$ cat src/logic/cmbx_regs.vh
`ifndef CMBX_REGS_VH
`define CMBX_REGS_VH

// ==========================================================
// Register map, byte addresses
`define CMBX_ADDR_W        12
`define CMBX_OFF_TIMER     12'h000
`define CMBX_OFF_ABORT     12'h004
`define CMBX_OFF_XFER      12'h008
`define CMBX_OFF_PEND      12'h00c
`define CMBX_CFG_BASE      12'h100
`define CMBX_MSR_BASE      12'h180
`define CMBX_REGION_MASK   12'hfc0

// ==========================================================
// Field layout
`define CMBX_TIMER_W       16
`define CMBX_TYPE_LSB      0
`define CMBX_TYPE_W        3
`define CMBX_PRIO_LSB      16
`define CMBX_PRIO_W        4
`define CMBX_MSR_RDY_BIT   23
`define CMBX_MSR_ABT_BIT   22
`define CMBX_MSR_ARM_BIT   1
`define CMBX_MSR_PEND_BIT  0
`define CMBX_IDX_W         4

// ==========================================================
// Mailbox object types
`define CMBX_T_OFF         3'h0
`define CMBX_T_RX          3'h1
`define CMBX_T_RXOVR       3'h2
`define CMBX_T_TX          3'h3
`define CMBX_T_CONS        3'h4
`define CMBX_T_PROD        3'h5

// ==========================================================
// Reset values
`define CMBX_TIMER_RST     16'h0000
`define CMBX_PRIO_RST      4'h0

`endif

$ cat src/logic/cmbx_arb.v
`timescale 1ns/1ps
`include "cmbx_regs.vh"

// ==========================================================
// Transmit arbiter: lowest priority value wins, ties to lowest index
module cmbx_arb #(
    parameter N = 16
) (
    input  wire [N-1:0]                req,
    input  wire [N*`CMBX_PRIO_W-1:0]   prio,
    output reg                         any,
    output reg  [`CMBX_IDX_W-1:0]      idx
);
    integer                 i;
    reg [`CMBX_PRIO_W-1:0]  best;

    always @*
    begin
        any  = 1'b0;
        idx  = {`CMBX_IDX_W{1'b0}};
        best = {`CMBX_PRIO_W{1'b1}};
        // priority then index
        // Strict compare keeps the first (lowest) index on a tie
        for (i = 0; i < N; i = i + 1)
        begin
            if (req[i] && (!any || prio[i*`CMBX_PRIO_W +: `CMBX_PRIO_W] < best))
            begin
                any  = 1'b1;
                idx  = i[`CMBX_IDX_W-1:0];
                best = prio[i*`CMBX_PRIO_W +: `CMBX_PRIO_W];
            end
        end
    end
endmodule

$ cat src/logic/cmbx_top.v
`timescale 1ns/1ps
`include "cmbx_regs.vh"

module cmbx_top #(
    parameter N = 16
) (
    input  wire                      clock,
    input  wire                      rstn,
    // APB slave
    input  wire                      psel,
    input  wire                      penable,
    input  wire                      pwrite,
    input  wire [`CMBX_ADDR_W-1:0]   paddr,
    input  wire [31:0]               pwdata,
    output wire                      pready,
    output wire                      pslverr,
    output reg  [31:0]               prdata,
    // Timer tick from bit timing logic
    input  wire                      timer_tick,
    // Offer to the protocol engine
    output reg                       tx_valid,
    input  wire                      tx_ready,
    output reg  [`CMBX_IDX_W-1:0]    tx_mb,
    output reg                       tx_remote,
    input  wire                      tx_done,
    // Received frame from the protocol engine
    input  wire                      rx_valid,
    input  wire [`CMBX_IDX_W-1:0]    rx_mb,
    input  wire                      rx_remote,
    output wire                      rx_accept
);

    // ==========================================================
    // State
    reg [`CMBX_TIMER_W-1:0]          timer_q;
    reg [N*`CMBX_TYPE_W-1:0]         type_q;
    reg [N*`CMBX_PRIO_W-1:0]         prio_q;
    reg [N-1:0]                      pend_q;
    reg [N-1:0]                      pend_d;
    reg [N-1:0]                      armed_q;
    reg [N-1:0]                      armed_d;
    reg [N-1:0]                      rdy_q;
    reg [N-1:0]                      rdy_d;
    reg [N-1:0]                      abt_q;
    reg [N-1:0]                      abt_d;
    reg                              inflight_q;
    reg                              inflight_d;
    reg [`CMBX_IDX_W-1:0]            inflight_mb_q;
    wire                             arb_any;
    wire [`CMBX_IDX_W-1:0]           arb_idx;
    integer                          i;
    reg [`CMBX_TYPE_W-1:0]           t;

    // ==========================================================
    // Address decode
    function is_cfg;
        input [`CMBX_ADDR_W-1:0] a;
        begin
            is_cfg = ((a & `CMBX_REGION_MASK) == `CMBX_CFG_BASE) && (a[1:0] == 2'b00);
        end
    endfunction

    function is_msr;
        input [`CMBX_ADDR_W-1:0] a;
        begin
            is_msr = ((a & `CMBX_REGION_MASK) == `CMBX_MSR_BASE) && (a[1:0] == 2'b00);
        end
    endfunction

    function mapped;
        input [`CMBX_ADDR_W-1:0] a;
        begin
            mapped = (a == `CMBX_OFF_TIMER) || (a == `CMBX_OFF_ABORT) ||
                     (a == `CMBX_OFF_XFER) || (a == `CMBX_OFF_PEND) ||
                     is_cfg(a) || is_msr(a);
        end
    endfunction

    wire [`CMBX_IDX_W-1:0] sel_mb    = paddr[`CMBX_IDX_W+1:2];
    wire                   setup     = psel && !penable;
    wire                   wr_access = psel && penable && pwrite && mapped(paddr);
    wire                   abort_wr  = wr_access && (paddr == `CMBX_OFF_ABORT);
    wire                   xfer_wr   = wr_access && (paddr == `CMBX_OFF_XFER);
    wire                   cfg_wr    = wr_access && is_cfg(paddr);
    wire                   accept    = tx_valid && tx_ready;

    // Zero wait states; read data is captured in the setup cycle
    assign pready  = 1'b1;
    assign pslverr = psel && penable && !mapped(paddr);

    // ==========================================================
    // Read mux
    function [31:0] rd_word;
        input [`CMBX_ADDR_W-1:0] a;
        input [`CMBX_IDX_W-1:0]  m;
        begin
            rd_word = 32'h0000_0000;
            if (a == `CMBX_OFF_TIMER)
                rd_word[`CMBX_TIMER_W-1:0] = timer_q;
            else if (a == `CMBX_OFF_PEND)
                rd_word[N-1:0] = pend_q;
            else if (is_cfg(a))
            begin
                rd_word[`CMBX_TYPE_LSB +: `CMBX_TYPE_W] = type_q[m*`CMBX_TYPE_W +: `CMBX_TYPE_W];
                rd_word[`CMBX_PRIO_LSB +: `CMBX_PRIO_W] = prio_q[m*`CMBX_PRIO_W +: `CMBX_PRIO_W];
            end
            else if (is_msr(a))
            begin
                rd_word[`CMBX_MSR_RDY_BIT]  = rdy_q[m];
                rd_word[`CMBX_MSR_ABT_BIT]  = abt_q[m];
                rd_word[`CMBX_MSR_ARM_BIT]  = armed_q[m];
                rd_word[`CMBX_MSR_PEND_BIT] = pend_q[m] || (inflight_q && inflight_mb_q == m);
            end
        end
    endfunction

    always @(posedge clock or negedge rstn)
    begin
        if (!rstn)
            prdata <= 32'h0000_0000;
        else if (setup && !pwrite)
            prdata <= rd_word(paddr, sel_mb);
    end

    // ==========================================================
    // Free-running timer
    always @(posedge clock or negedge rstn)
    begin
        if (!rstn)
            timer_q <= `CMBX_TIMER_RST;
        else if (timer_tick)
            timer_q <= timer_q + 16'h0001;
    end

    // ==========================================================
    // Mailbox configuration
    always @(posedge clock or negedge rstn)
    begin
        if (!rstn)
        begin
            type_q <= {N*`CMBX_TYPE_W{1'b0}};
            prio_q <= {N{`CMBX_PRIO_RST}};
        end
        else if (cfg_wr)
        begin
            type_q[sel_mb*`CMBX_TYPE_W +: `CMBX_TYPE_W] <= pwdata[`CMBX_TYPE_LSB +: `CMBX_TYPE_W];
            prio_q[sel_mb*`CMBX_PRIO_W +: `CMBX_PRIO_W] <= pwdata[`CMBX_PRIO_LSB +: `CMBX_PRIO_W];
        end
    end

    // ==========================================================
    // Per-mailbox commands and events
    // Clears are applied first so a same-cycle event still sets its flag
    always @*
    begin
        pend_d  = pend_q;
        armed_d = armed_q;
        rdy_d   = rdy_q;
        abt_d   = abt_q;
        t       = `CMBX_T_OFF;
        for (i = 0; i < N; i = i + 1)
        begin
            t = type_q[i*`CMBX_TYPE_W +: `CMBX_TYPE_W];
            if (xfer_wr && pwdata[i])
            begin
                rdy_d[i] = 1'b0;
                abt_d[i] = 1'b0;
                case (t)
                    `CMBX_T_RX, `CMBX_T_RXOVR: armed_d[i] = 1'b1;
                    `CMBX_T_TX:                pend_d[i]  = 1'b1;
                    `CMBX_T_CONS:
                    begin
                        pend_d[i]  = 1'b1;
                        armed_d[i] = 1'b0;
                    end
                    `CMBX_T_PROD:              armed_d[i] = 1'b1;
                    default:                   armed_d[i] = armed_q[i];
                endcase
            end
            if (abort_wr && pwdata[i])
            begin
                case (t)
                    `CMBX_T_TX:
                        if (pend_q[i])
                        begin
                            pend_d[i] = 1'b0;
                            abt_d[i]  = 1'b1;
                        end
                    `CMBX_T_CONS:
                        if (pend_q[i] || armed_q[i])
                        begin
                            pend_d[i]  = 1'b0;
                            armed_d[i] = 1'b0;
                            abt_d[i]   = 1'b1;
                        end
                    `CMBX_T_PROD:
                        if (pend_q[i] || armed_q[i])
                        begin
                            pend_d[i]  = 1'b0;
                            armed_d[i] = 1'b0;
                            abt_d[i]   = 1'b1;
                        end
                    default:      abt_d[i] = abt_d[i];
                endcase
            end
            if (accept && tx_mb == i[`CMBX_IDX_W-1:0])
            begin
                pend_d[i] = 1'b0;
                if (abt_d[i] && !abt_q[i])
                    abt_d[i] = 1'b0;
            end
            if (tx_done && inflight_q && inflight_mb_q == i[`CMBX_IDX_W-1:0])
            begin
                if (t == `CMBX_T_CONS)
                    armed_d[i] = 1'b1;
                else
                    rdy_d[i] = 1'b1;
                if (t == `CMBX_T_PROD)
                    armed_d[i] = 1'b0;
            end
            if (rx_valid && rx_mb == i[`CMBX_IDX_W-1:0] && armed_q[i])
            begin
                case (t)
                    `CMBX_T_RX, `CMBX_T_RXOVR, `CMBX_T_CONS:
                        if (!rx_remote)
                        begin
                            rdy_d[i]   = 1'b1;
                            armed_d[i] = armed_d[i] && (t == `CMBX_T_RXOVR);
                        end
                    `CMBX_T_PROD:
                        if (rx_remote)
                        begin
                            pend_d[i]  = 1'b1;
                            armed_d[i] = 1'b0;
                        end
                    default: rdy_d[i] = rdy_d[i];
                endcase
            end
        end
    end

    assign rx_accept = rx_valid && armed_q[rx_mb] &&
                       ((type_q[rx_mb*`CMBX_TYPE_W +: `CMBX_TYPE_W] == `CMBX_T_PROD) == rx_remote);

    always @*
    begin
        inflight_d = inflight_q;
        if (accept)
            inflight_d = 1'b1;
        else if (tx_done)
            inflight_d = 1'b0;
    end

    // ==========================================================
    // Arbitration on next-state requests, so an aborted mailbox is never offered
    cmbx_arb #(
        .N    (N)
    ) u_arb (
        .req  (pend_d),
        .prio (prio_q),
        .any  (arb_any),
        .idx  (arb_idx)
    );

    always @(posedge clock or negedge rstn)
    begin
        if (!rstn)
        begin
            pend_q        <= {N{1'b0}};
            armed_q       <= {N{1'b0}};
            rdy_q         <= {N{1'b0}};
            abt_q         <= {N{1'b0}};
            inflight_q    <= 1'b0;
            inflight_mb_q <= {`CMBX_IDX_W{1'b0}};
            tx_valid      <= 1'b0;
            tx_mb         <= {`CMBX_IDX_W{1'b0}};
            tx_remote     <= 1'b0;
        end
        else
        begin
            pend_q     <= pend_d;
            armed_q    <= armed_d;
            rdy_q      <= rdy_d;
            abt_q      <= abt_d;
            inflight_q <= inflight_d;
            if (accept)
                inflight_mb_q <= tx_mb;
            tx_valid <= arb_any && !inflight_d;
            if (arb_any && !inflight_d)
            begin
                tx_mb     <= arb_idx;
                tx_remote <= (type_q[arb_idx*`CMBX_TYPE_W +: `CMBX_TYPE_W] == `CMBX_T_CONS);
            end
        end
    end

endmodule

$ cat config.mk
export PLATFORM = sky130hd
export DESIGN_NAME = cmbx_top
export DESIGN_NICKNAME = d
export VERILOG_FILES = /design/src/logic/cmbx_arb.v /design/src/logic/cmbx_top.v
export VERILOG_INCLUDE_DIRS = /design/src /design/src/logic
export SDC_FILE = /design/constraint.sdc
export NUM_CORES = 1
export LEC_CHECK = 0
export BUFFER_PORTS_ARGS = -buffer_cell sky130_fd_sc_hd__buf_2
export CORE_AREA = 2 2 248 250
export CTS_BUF_LIST = sky130_fd_sc_hd__clkbuf_4 sky130_fd_sc_hd__clkbuf_8 sky130_fd_sc_hd__clkbuf_16
export DETAILED_ROUTE_END_ITERATION = 6
export DIE_AREA = 0 0 250 252
export HOLD_SLACK_MARGIN = 0.05
export SYNTH_ARGS = -nofsm -noshare
export SYNTH_HDL_FRONTEND = slang
export SYNTH_SLANG_ARGS = --single-unit
$ cat constraint.sdc
create_clock -name clock -period 70.7 [get_ports clock]
set_clock_uncertainty 0.1 [all_clocks]
set_input_delay 7.07 -clock clock [delete_from_list [all_inputs] [get_ports clock]]
set_output_delay 7.07 -clock clock [all_outputs]
set_load 0.02 [all_outputs]
; ---- Word level (Yosys, flattened, before mapping)
; Cells that the tools add are included.
[word_totals]
register_bits = 225
in_bits = 58
output_inout_bits = 41
[classes]
add_sub_neg = 3
mul = 3
magnitude_cmp = 17
n_eq_ne = 134
shifts = 8
n_mux = 633
reduce_logical = 301
[ops]
columns = op, n
row1 = $mux 1, 521
row2 = $logic_and 1x1->1, 160
row3 = $shiftx 48x7->3, 3
row4 = $pmux 1 s2, 64
row5 = $mux 4, 26
row6 = $eq 3x3->1 const B, 34
row7 = $eq 3x2->1 const B, 32
row8 = $eq 4x4->1 const B, 24
row9 = $reduce_or 3->1, 32
row10 = $neg 6->34, 2
row11 = $bwmux 64, 1
row12 = $reduce_or 2->1, 32
row13 = $shift 4x34->64 const A, 1
row14 = $shiftx 4x34->64, 1
row15 = $shiftx 64x7->4, 1
row16 = $lt 4x4->1, 15
row17 = $bwmux 48, 1
row18 = $eq 3x1->1 const B, 16
row19 = $eq 4x3->1 const B, 12
row20 = $shift 3x34->48 const A, 1
row21 = $shiftx 3x34->48, 1
row22 = $logic_or 1x1->1, 37
row23 = $logic_not 1->1, 35
row24 = $eq 12x4->1 const B, 2
row25 = other kinds (17), 45

; ---- Longest topological paths before layout
[logic_depth]
word_depth = 81
ltp_mapped = 137
depth_no_buf = 130

; ---- By module
; From an unflattened synthesis, not the netlist that was laid out.
[hier_totals]
cells_unflattened = 2204
area_unflattened_um2 = 18774.3
[modules_own_cells]
columns = module, instances, cells_each, area_per_inst_um2, seq_area_each_um2
row1 = cmbx_top, 1, 1647, 14893.0, 5630.4
row2 = cmbx_arb, 1, 557, 3881.2, 0.0

; ---- Worst setup path before layout
; No wires, ideal clock.
[synth_timing]
kind = input port to flip-flop
startpoint = input port paddr[2]
endpoint = register tx_remote
setup_time_ps = 126
t_arrival_ps = 30042
slack_ps = 40432
stages = 130
path_cell_list = clkbuf_1 -> buf_1 -> clkbuf_1 -> inv_1 -> ha_1 -> nand4_1 -> nor4_4 -> a31oi_1 -> nor3_1 -> nor2_1 -> inv_2 -> buf_2 -> nand2b_1 -> inv_1 -> ha_1 -> and2_1 -> a21oi_1 -> o21ai_0 -> (+94 left out) -> a31o_2 -> ha_1 -> o21a_1 -> o21ai_0 -> and3b_1 -> a211oi_4 -> mux2_2 -> ha_1 -> o21a_1 -> o21ai_0 -> nor2_1 -> o21ai_0 -> nand2_1 -> o32ai_2 -> mux2i_1 -> mux2i_1 -> a211o_1 -> o2bb2ai_1
[synth_via]
elab_chain_cells = 81
[synth_lines]
columns = item, line
row1 = "start, declared", cmbx_top.v:13  ; input wire [`CMBX_ADDR_W-1:0] paddr,
row2 = $eq 12x3->1 (no line) or $logic_not 12->1 (tied branches), n/a
row3 = $logic_or 1x1->1 (5 in series), cmbx_top.v:73  ; mapped = (a == `CMBX_OFF_TIMER) || (a == `CMBX_OFF_ABORT) ||
row4 = $logic_and 1x1->1, cmbx_top.v:81  ; wire wr_access = psel && penable && pwrite && mapped(paddr);
row5 = $logic_and 1x1->1, cmbx_top.v:83  ; wire xfer_wr = wr_access && (paddr == `CMBX_OFF_XFER);
row6 = $logic_and 1x1->1, cmbx_top.v:164  ; if (xfer_wr && pwdata[i])
row7 = $mux 1, cmbx_top.v:164
row8 = $mux 1 (on tied branches), "cmbx_top.v:190, cmbx_top.v:197, cmbx_top.v:184"
row9 = $pmux 1 s2, cmbx_top.v:182  ; case (t)
row10 = (+5 left out), n/a
row11 = named net pend_d[0], cmbx_top.v:39  ; reg [N-1:0] pend_d;
row12 = (+56 left out), n/a
row13 = $mux 4 or $mux 1 (tied branches), cmbx_arb.v:26  ; if (req[i] && (!any || prio[i*`CMBX_PRIO_W +: `CMBX_PRIO_W] < best))
row14 = $lt 4x4->1 or $logic_not 1->1 (tied branches), cmbx_arb.v:26
row15 = $logic_or 1x1->1, cmbx_arb.v:26
row16 = $logic_and 1x1->1, cmbx_arb.v:26
row17 = $mux 4, cmbx_arb.v:26
row18 = $mul 4x2->6 (no line), n/a
row19 = $shiftx 48x7->3, cmbx_top.v:292  ; tx_remote <= (type_q[arb_idx*`CMBX_TYPE_W +: `CMBX_TYPE_W] == `CMBX_T_CONS);
row20 = $eq 3x3->1 (no line), n/a
row21 = "end signal, assigned", cmbx_top.v:292
row22 = "end, declared", cmbx_top.v:24  ; output reg tx_remote,
; Mark *: on every way through the listed nets, which the timed path passes. The rest lies on a longest branch.
; A chain may end at the register's enable or synchronous reset.

; ---- Worst setup path after layout
[layout_timing]
startpoint = input port paddr[3]
endpoint = register tx_remote
[layout_via]
elab_chain_cells = 81
[layout_lines]
columns = item, line
row1 = $eq 12x3->1 (no line) or $logic_not 12->1 (tied branches), n/a
row2 = $logic_or 1x1->1 (5 in series), cmbx_top.v:73
row3 = $logic_and 1x1->1, cmbx_top.v:81
row4 = $logic_and 1x1->1, cmbx_top.v:83
row5 = $logic_and 1x1->1, cmbx_top.v:164
row6 = $mux 1, cmbx_top.v:164
row7 = $mux 1 (on tied branches), "cmbx_top.v:190, cmbx_top.v:197, cmbx_top.v:184"
row8 = $pmux 1 s2, cmbx_top.v:182
row9 = (+61 left out), n/a
row10 = $mux 4 or $mux 1 (tied branches), cmbx_arb.v:26
row11 = $lt 4x4->1 or $logic_not 1->1 (tied branches), cmbx_arb.v:26
row12 = $logic_or 1x1->1, cmbx_arb.v:26
row13 = $logic_and 1x1->1, cmbx_arb.v:26
row14 = $mux 4, cmbx_arb.v:26
row15 = $mul 4x2->6 (no line), n/a
row16 = $shiftx 48x7->3, cmbx_top.v:292
row17 = $eq 3x3->1 (no line), n/a
; Parallel ways exist; a longest one is shown, timed or not.

==> results_dict.tcl <==
set metrics [dict create \
    synthFlopType "dfrtp_1" \
    yosys.area.top_type "dfrtp_1" \
    hold-path-cell-count 2 \
    start_util_pct 29.9 \
    cts_buffer_depth 3 \
    io_buffers 75 \
    async_flop_share_pct 100 \
    p_leak_nw 8.44 \
    syn_avg_cell_area_sq_um 8.48 \
    die_area_sq_um 63000 \
    ant_nets 0 \
    required_ps 71070 \
    grt_first_pass_wirelength_um 104000 \
    area_growth_pct 11.3 \
    sw_frac_of_total_pct 26.9 \
    fin_total_pwr_mw 0.312 \
    violations "design-rule violations" \
    fin_nets 2217 \
    rsz0062_at_grt "false" \
    outcome "finished, violations left" \
    ir_drop_mv 0.0167 \
    fp.dieW_um 250 \
    setup_viol 0 \
    cap_violations 0 \
    syn_area_sq_um 18000 \
    yosysMostFrequentCell "nand2_1" \
    r2r_slack_ps 44080 \
    drc 1 \
    grt_max_degree 106 \
    finalHoldViolCount 0 \
    min_to "prdata[17]$_DFFE_PN0P_" \
    finalSetupTns_ps 0 \
    dr.pass1.iters 7 \
    cts_setup_buffers 0 \
    gr-usage-all-layers_pct 21.5 \
    r2r_start "type_q[0]$_DFFE_PN0P_" \
    cts.clk_slew.worst_paths_ps 60 \
    cts_buffers 27 \
    routedWlPerCell_um 23.5 \
    cts.sinks 225 \
    fmax_ghz 0.0294 \
    relSlewSlack_pct 7.53 \
    slowest_stage "o32ai_1" \
    yosys-top-cells-count "nand2_1, dfrtp_1, nor2_1" \
    intPower_mw 0.228 \
    grt_pass1_vias 16233 \
    yosys-top-cells-area "dfrtp_1, mux4_2, nand2_1" \
    synth_warnings 0 \
    vias_per_cell 5.99 \
    yosysTopAreaCellShare_pct 31.4 \
    antenna_found_initial 5 \
    start_kind "input pin" \
    h-tree-depth 1 \
    layout_min_cycle_time_ps 33970 \
    p_sw_mw 0.0840 \
    reg2reg_to "tx_remote$_DFFE_PN0P_" \
    wirelength_um 69200 \
    core-area_sq_um 60100 \
    seqPwrFrac_pct 43.4 \
    pin_count 99 \
    vias 17602 \
    hpwl_um 51800 \
    fin_crit_sh_pct 48.0 \
    die_h_um 252 \
    synth-edff-count 0 \
    min_path_type "reg2reg" \
    worstRegToRegCells 121 \
    rows 90 \
    end_kind "flop" \
    grt-ovfl-total 0 \
    tritoncts "done" \
    ys_ff_latch 225 \
    drtIter0Drc 2299 \
    combinationalPowerShare_pct 8.7 \
    clk_latency_ps 590 \
    cpPeakStageDelay_ps 630 \
    post_cts_resized 0 \
    yosysSeqAreaShare_pct 31.4 \
    hp-start "prdata[17]$_DFFE_PN0P_" \
    p_per_area_nw_per_um2 15.6 \
    clk_root_buffer_cell "clkbuf_16" \
    power_frac_clock_pct 48.0 \
    tightest_slew_ps 1370 \
    routabilityCongestion 0.972 \
    syn_inst 2117 \
    critPathMaxFanout 49 \
    criticalPathCategory "in2reg" \
    cts_hold_buffers 0 \
    crit_top_cell "ha_1" \
    ys_types 104 \
    drive_gt1_share_pct 15.0 \
    cp.arrival_ps 34330 \
    drv_slew 0 \
]
[cells in the final DEF (no fill, tap or decap), types with 14 or more instances in the layout]
master	count
a211oi_1	18
a21o_1	17
a21oi_1	80
a221oi_1	19
a22oi_1	14
a31oi_1	39
and2_1	23
and3_1	26
buf_2	73
buf_4	28
clkbuf_16	27
dfrtp_1	225
ha_1	25
inv_1	79
mux2_2	48
mux2i_1	25
mux4_2	69
nand2_1	323
nand2b_1	45
nand3_1	62
nand3b_1	15
nand4_1	26
nor2_1	195
nor2b_1	30
nor3_1	35
o21a_1	14
o21ai_0	170
o31ai_1	61
or3_1	14
xnor2_1	31
xor2_1	16
[how the worst max path moves through the flow]
stage                        start               endpoint  slack [ps]
after floorplan           paddr[2]  tx_remote$_DFFE_PN0P_       40430
final                     paddr[3]  tx_remote$_DFFE_PN0P_       36730
after CTS                 paddr[3]  tx_remote$_DFFE_PN0P_       36930
after global routing      paddr[3]  tx_remote$_DFFE_PN0P_       34540
after detailed placement  paddr[3]  tx_remote$_DFFE_PN0P_       36440
after global placement    paddr[3]  tx_remote$_DFFE_PN0P_       36680
[critical path, delay by kind of cell]
family	cells	cell delay (ps)
and+or+nand+nor	36	6100
buffers and inverters	18	2470
muxes	12	3690
AOI/OAI and AO/OA	43	10710
adders and majority gates	16	4250
[state kept, by name, indices dropped and copies added (netlist names), 4 cells and up]
name           cells
abt_q             16
armed_q           16
inflight_mb_q      4
pend_q            16
prdata            22
prio_q            64
rdy_q             16
timer_q           16
tx_mb              4
type_q            48
[metal layers]
metal | wire length (um) | part of all wire [%] | GRT usage (%)
met5 | 63 | 0.091 | 0
met4 | 2780 | 4.0 | 8.16
met3 | 6260 | 9.1 | 3.97
met2 | 30700 | 44 | 33.7
met1 | 29400 | 42 | 29.5
[final cells by class]
type | instances | area (sq um)
antenna | 1 | 2.50
clock buffer | 40 | 823
clock inverter | 10 | 119
fill | 6303 | 40100
inverter | 81 | 304
multi-input combinational | 1697 | 11500
sequential | 225 | 5630
tap | 782 | 978
timing repair buffer | 102 | 591
[cells by family after synthesis]
family | synth area share [%]
compound gates | 22.9
xor+xnor | 2.29
fa+ha+maj | 1.96
buf+inv | 4.72
flops | 31.4
mux | 13.5
other cells | 0.0418
simple gates | 23.3
[through the flow]
step	utilization (%)	std cells	worst slack [ps]	hold WS, ps	area, sq um
CTS	33.2	2937	36930	381	20000
global placement	31.7	2887	36680	355	19000
detailed placement	31.7	2887	36440	366	19000
global route	33.2	2937	34540	409	20000
finish	33.2	2938	36730	373	20000
floorplan	-	2126	40430	339	18000
[power by group through the flow]
stage,sequential [mW],clock [mW],combinational (mW)
2_1_floorplan,0.139,0,0.0140
3_3_place_gp,0.138,0,0.0265
3_5_place_dp,0.138,0,0.0268
4_1_cts,0.135,0.151,0.0270
5_1_grt,0.136,0.156,0.0292
6_report,0.135,0.150,0.0270
Power figures use the tool's default switching activity.
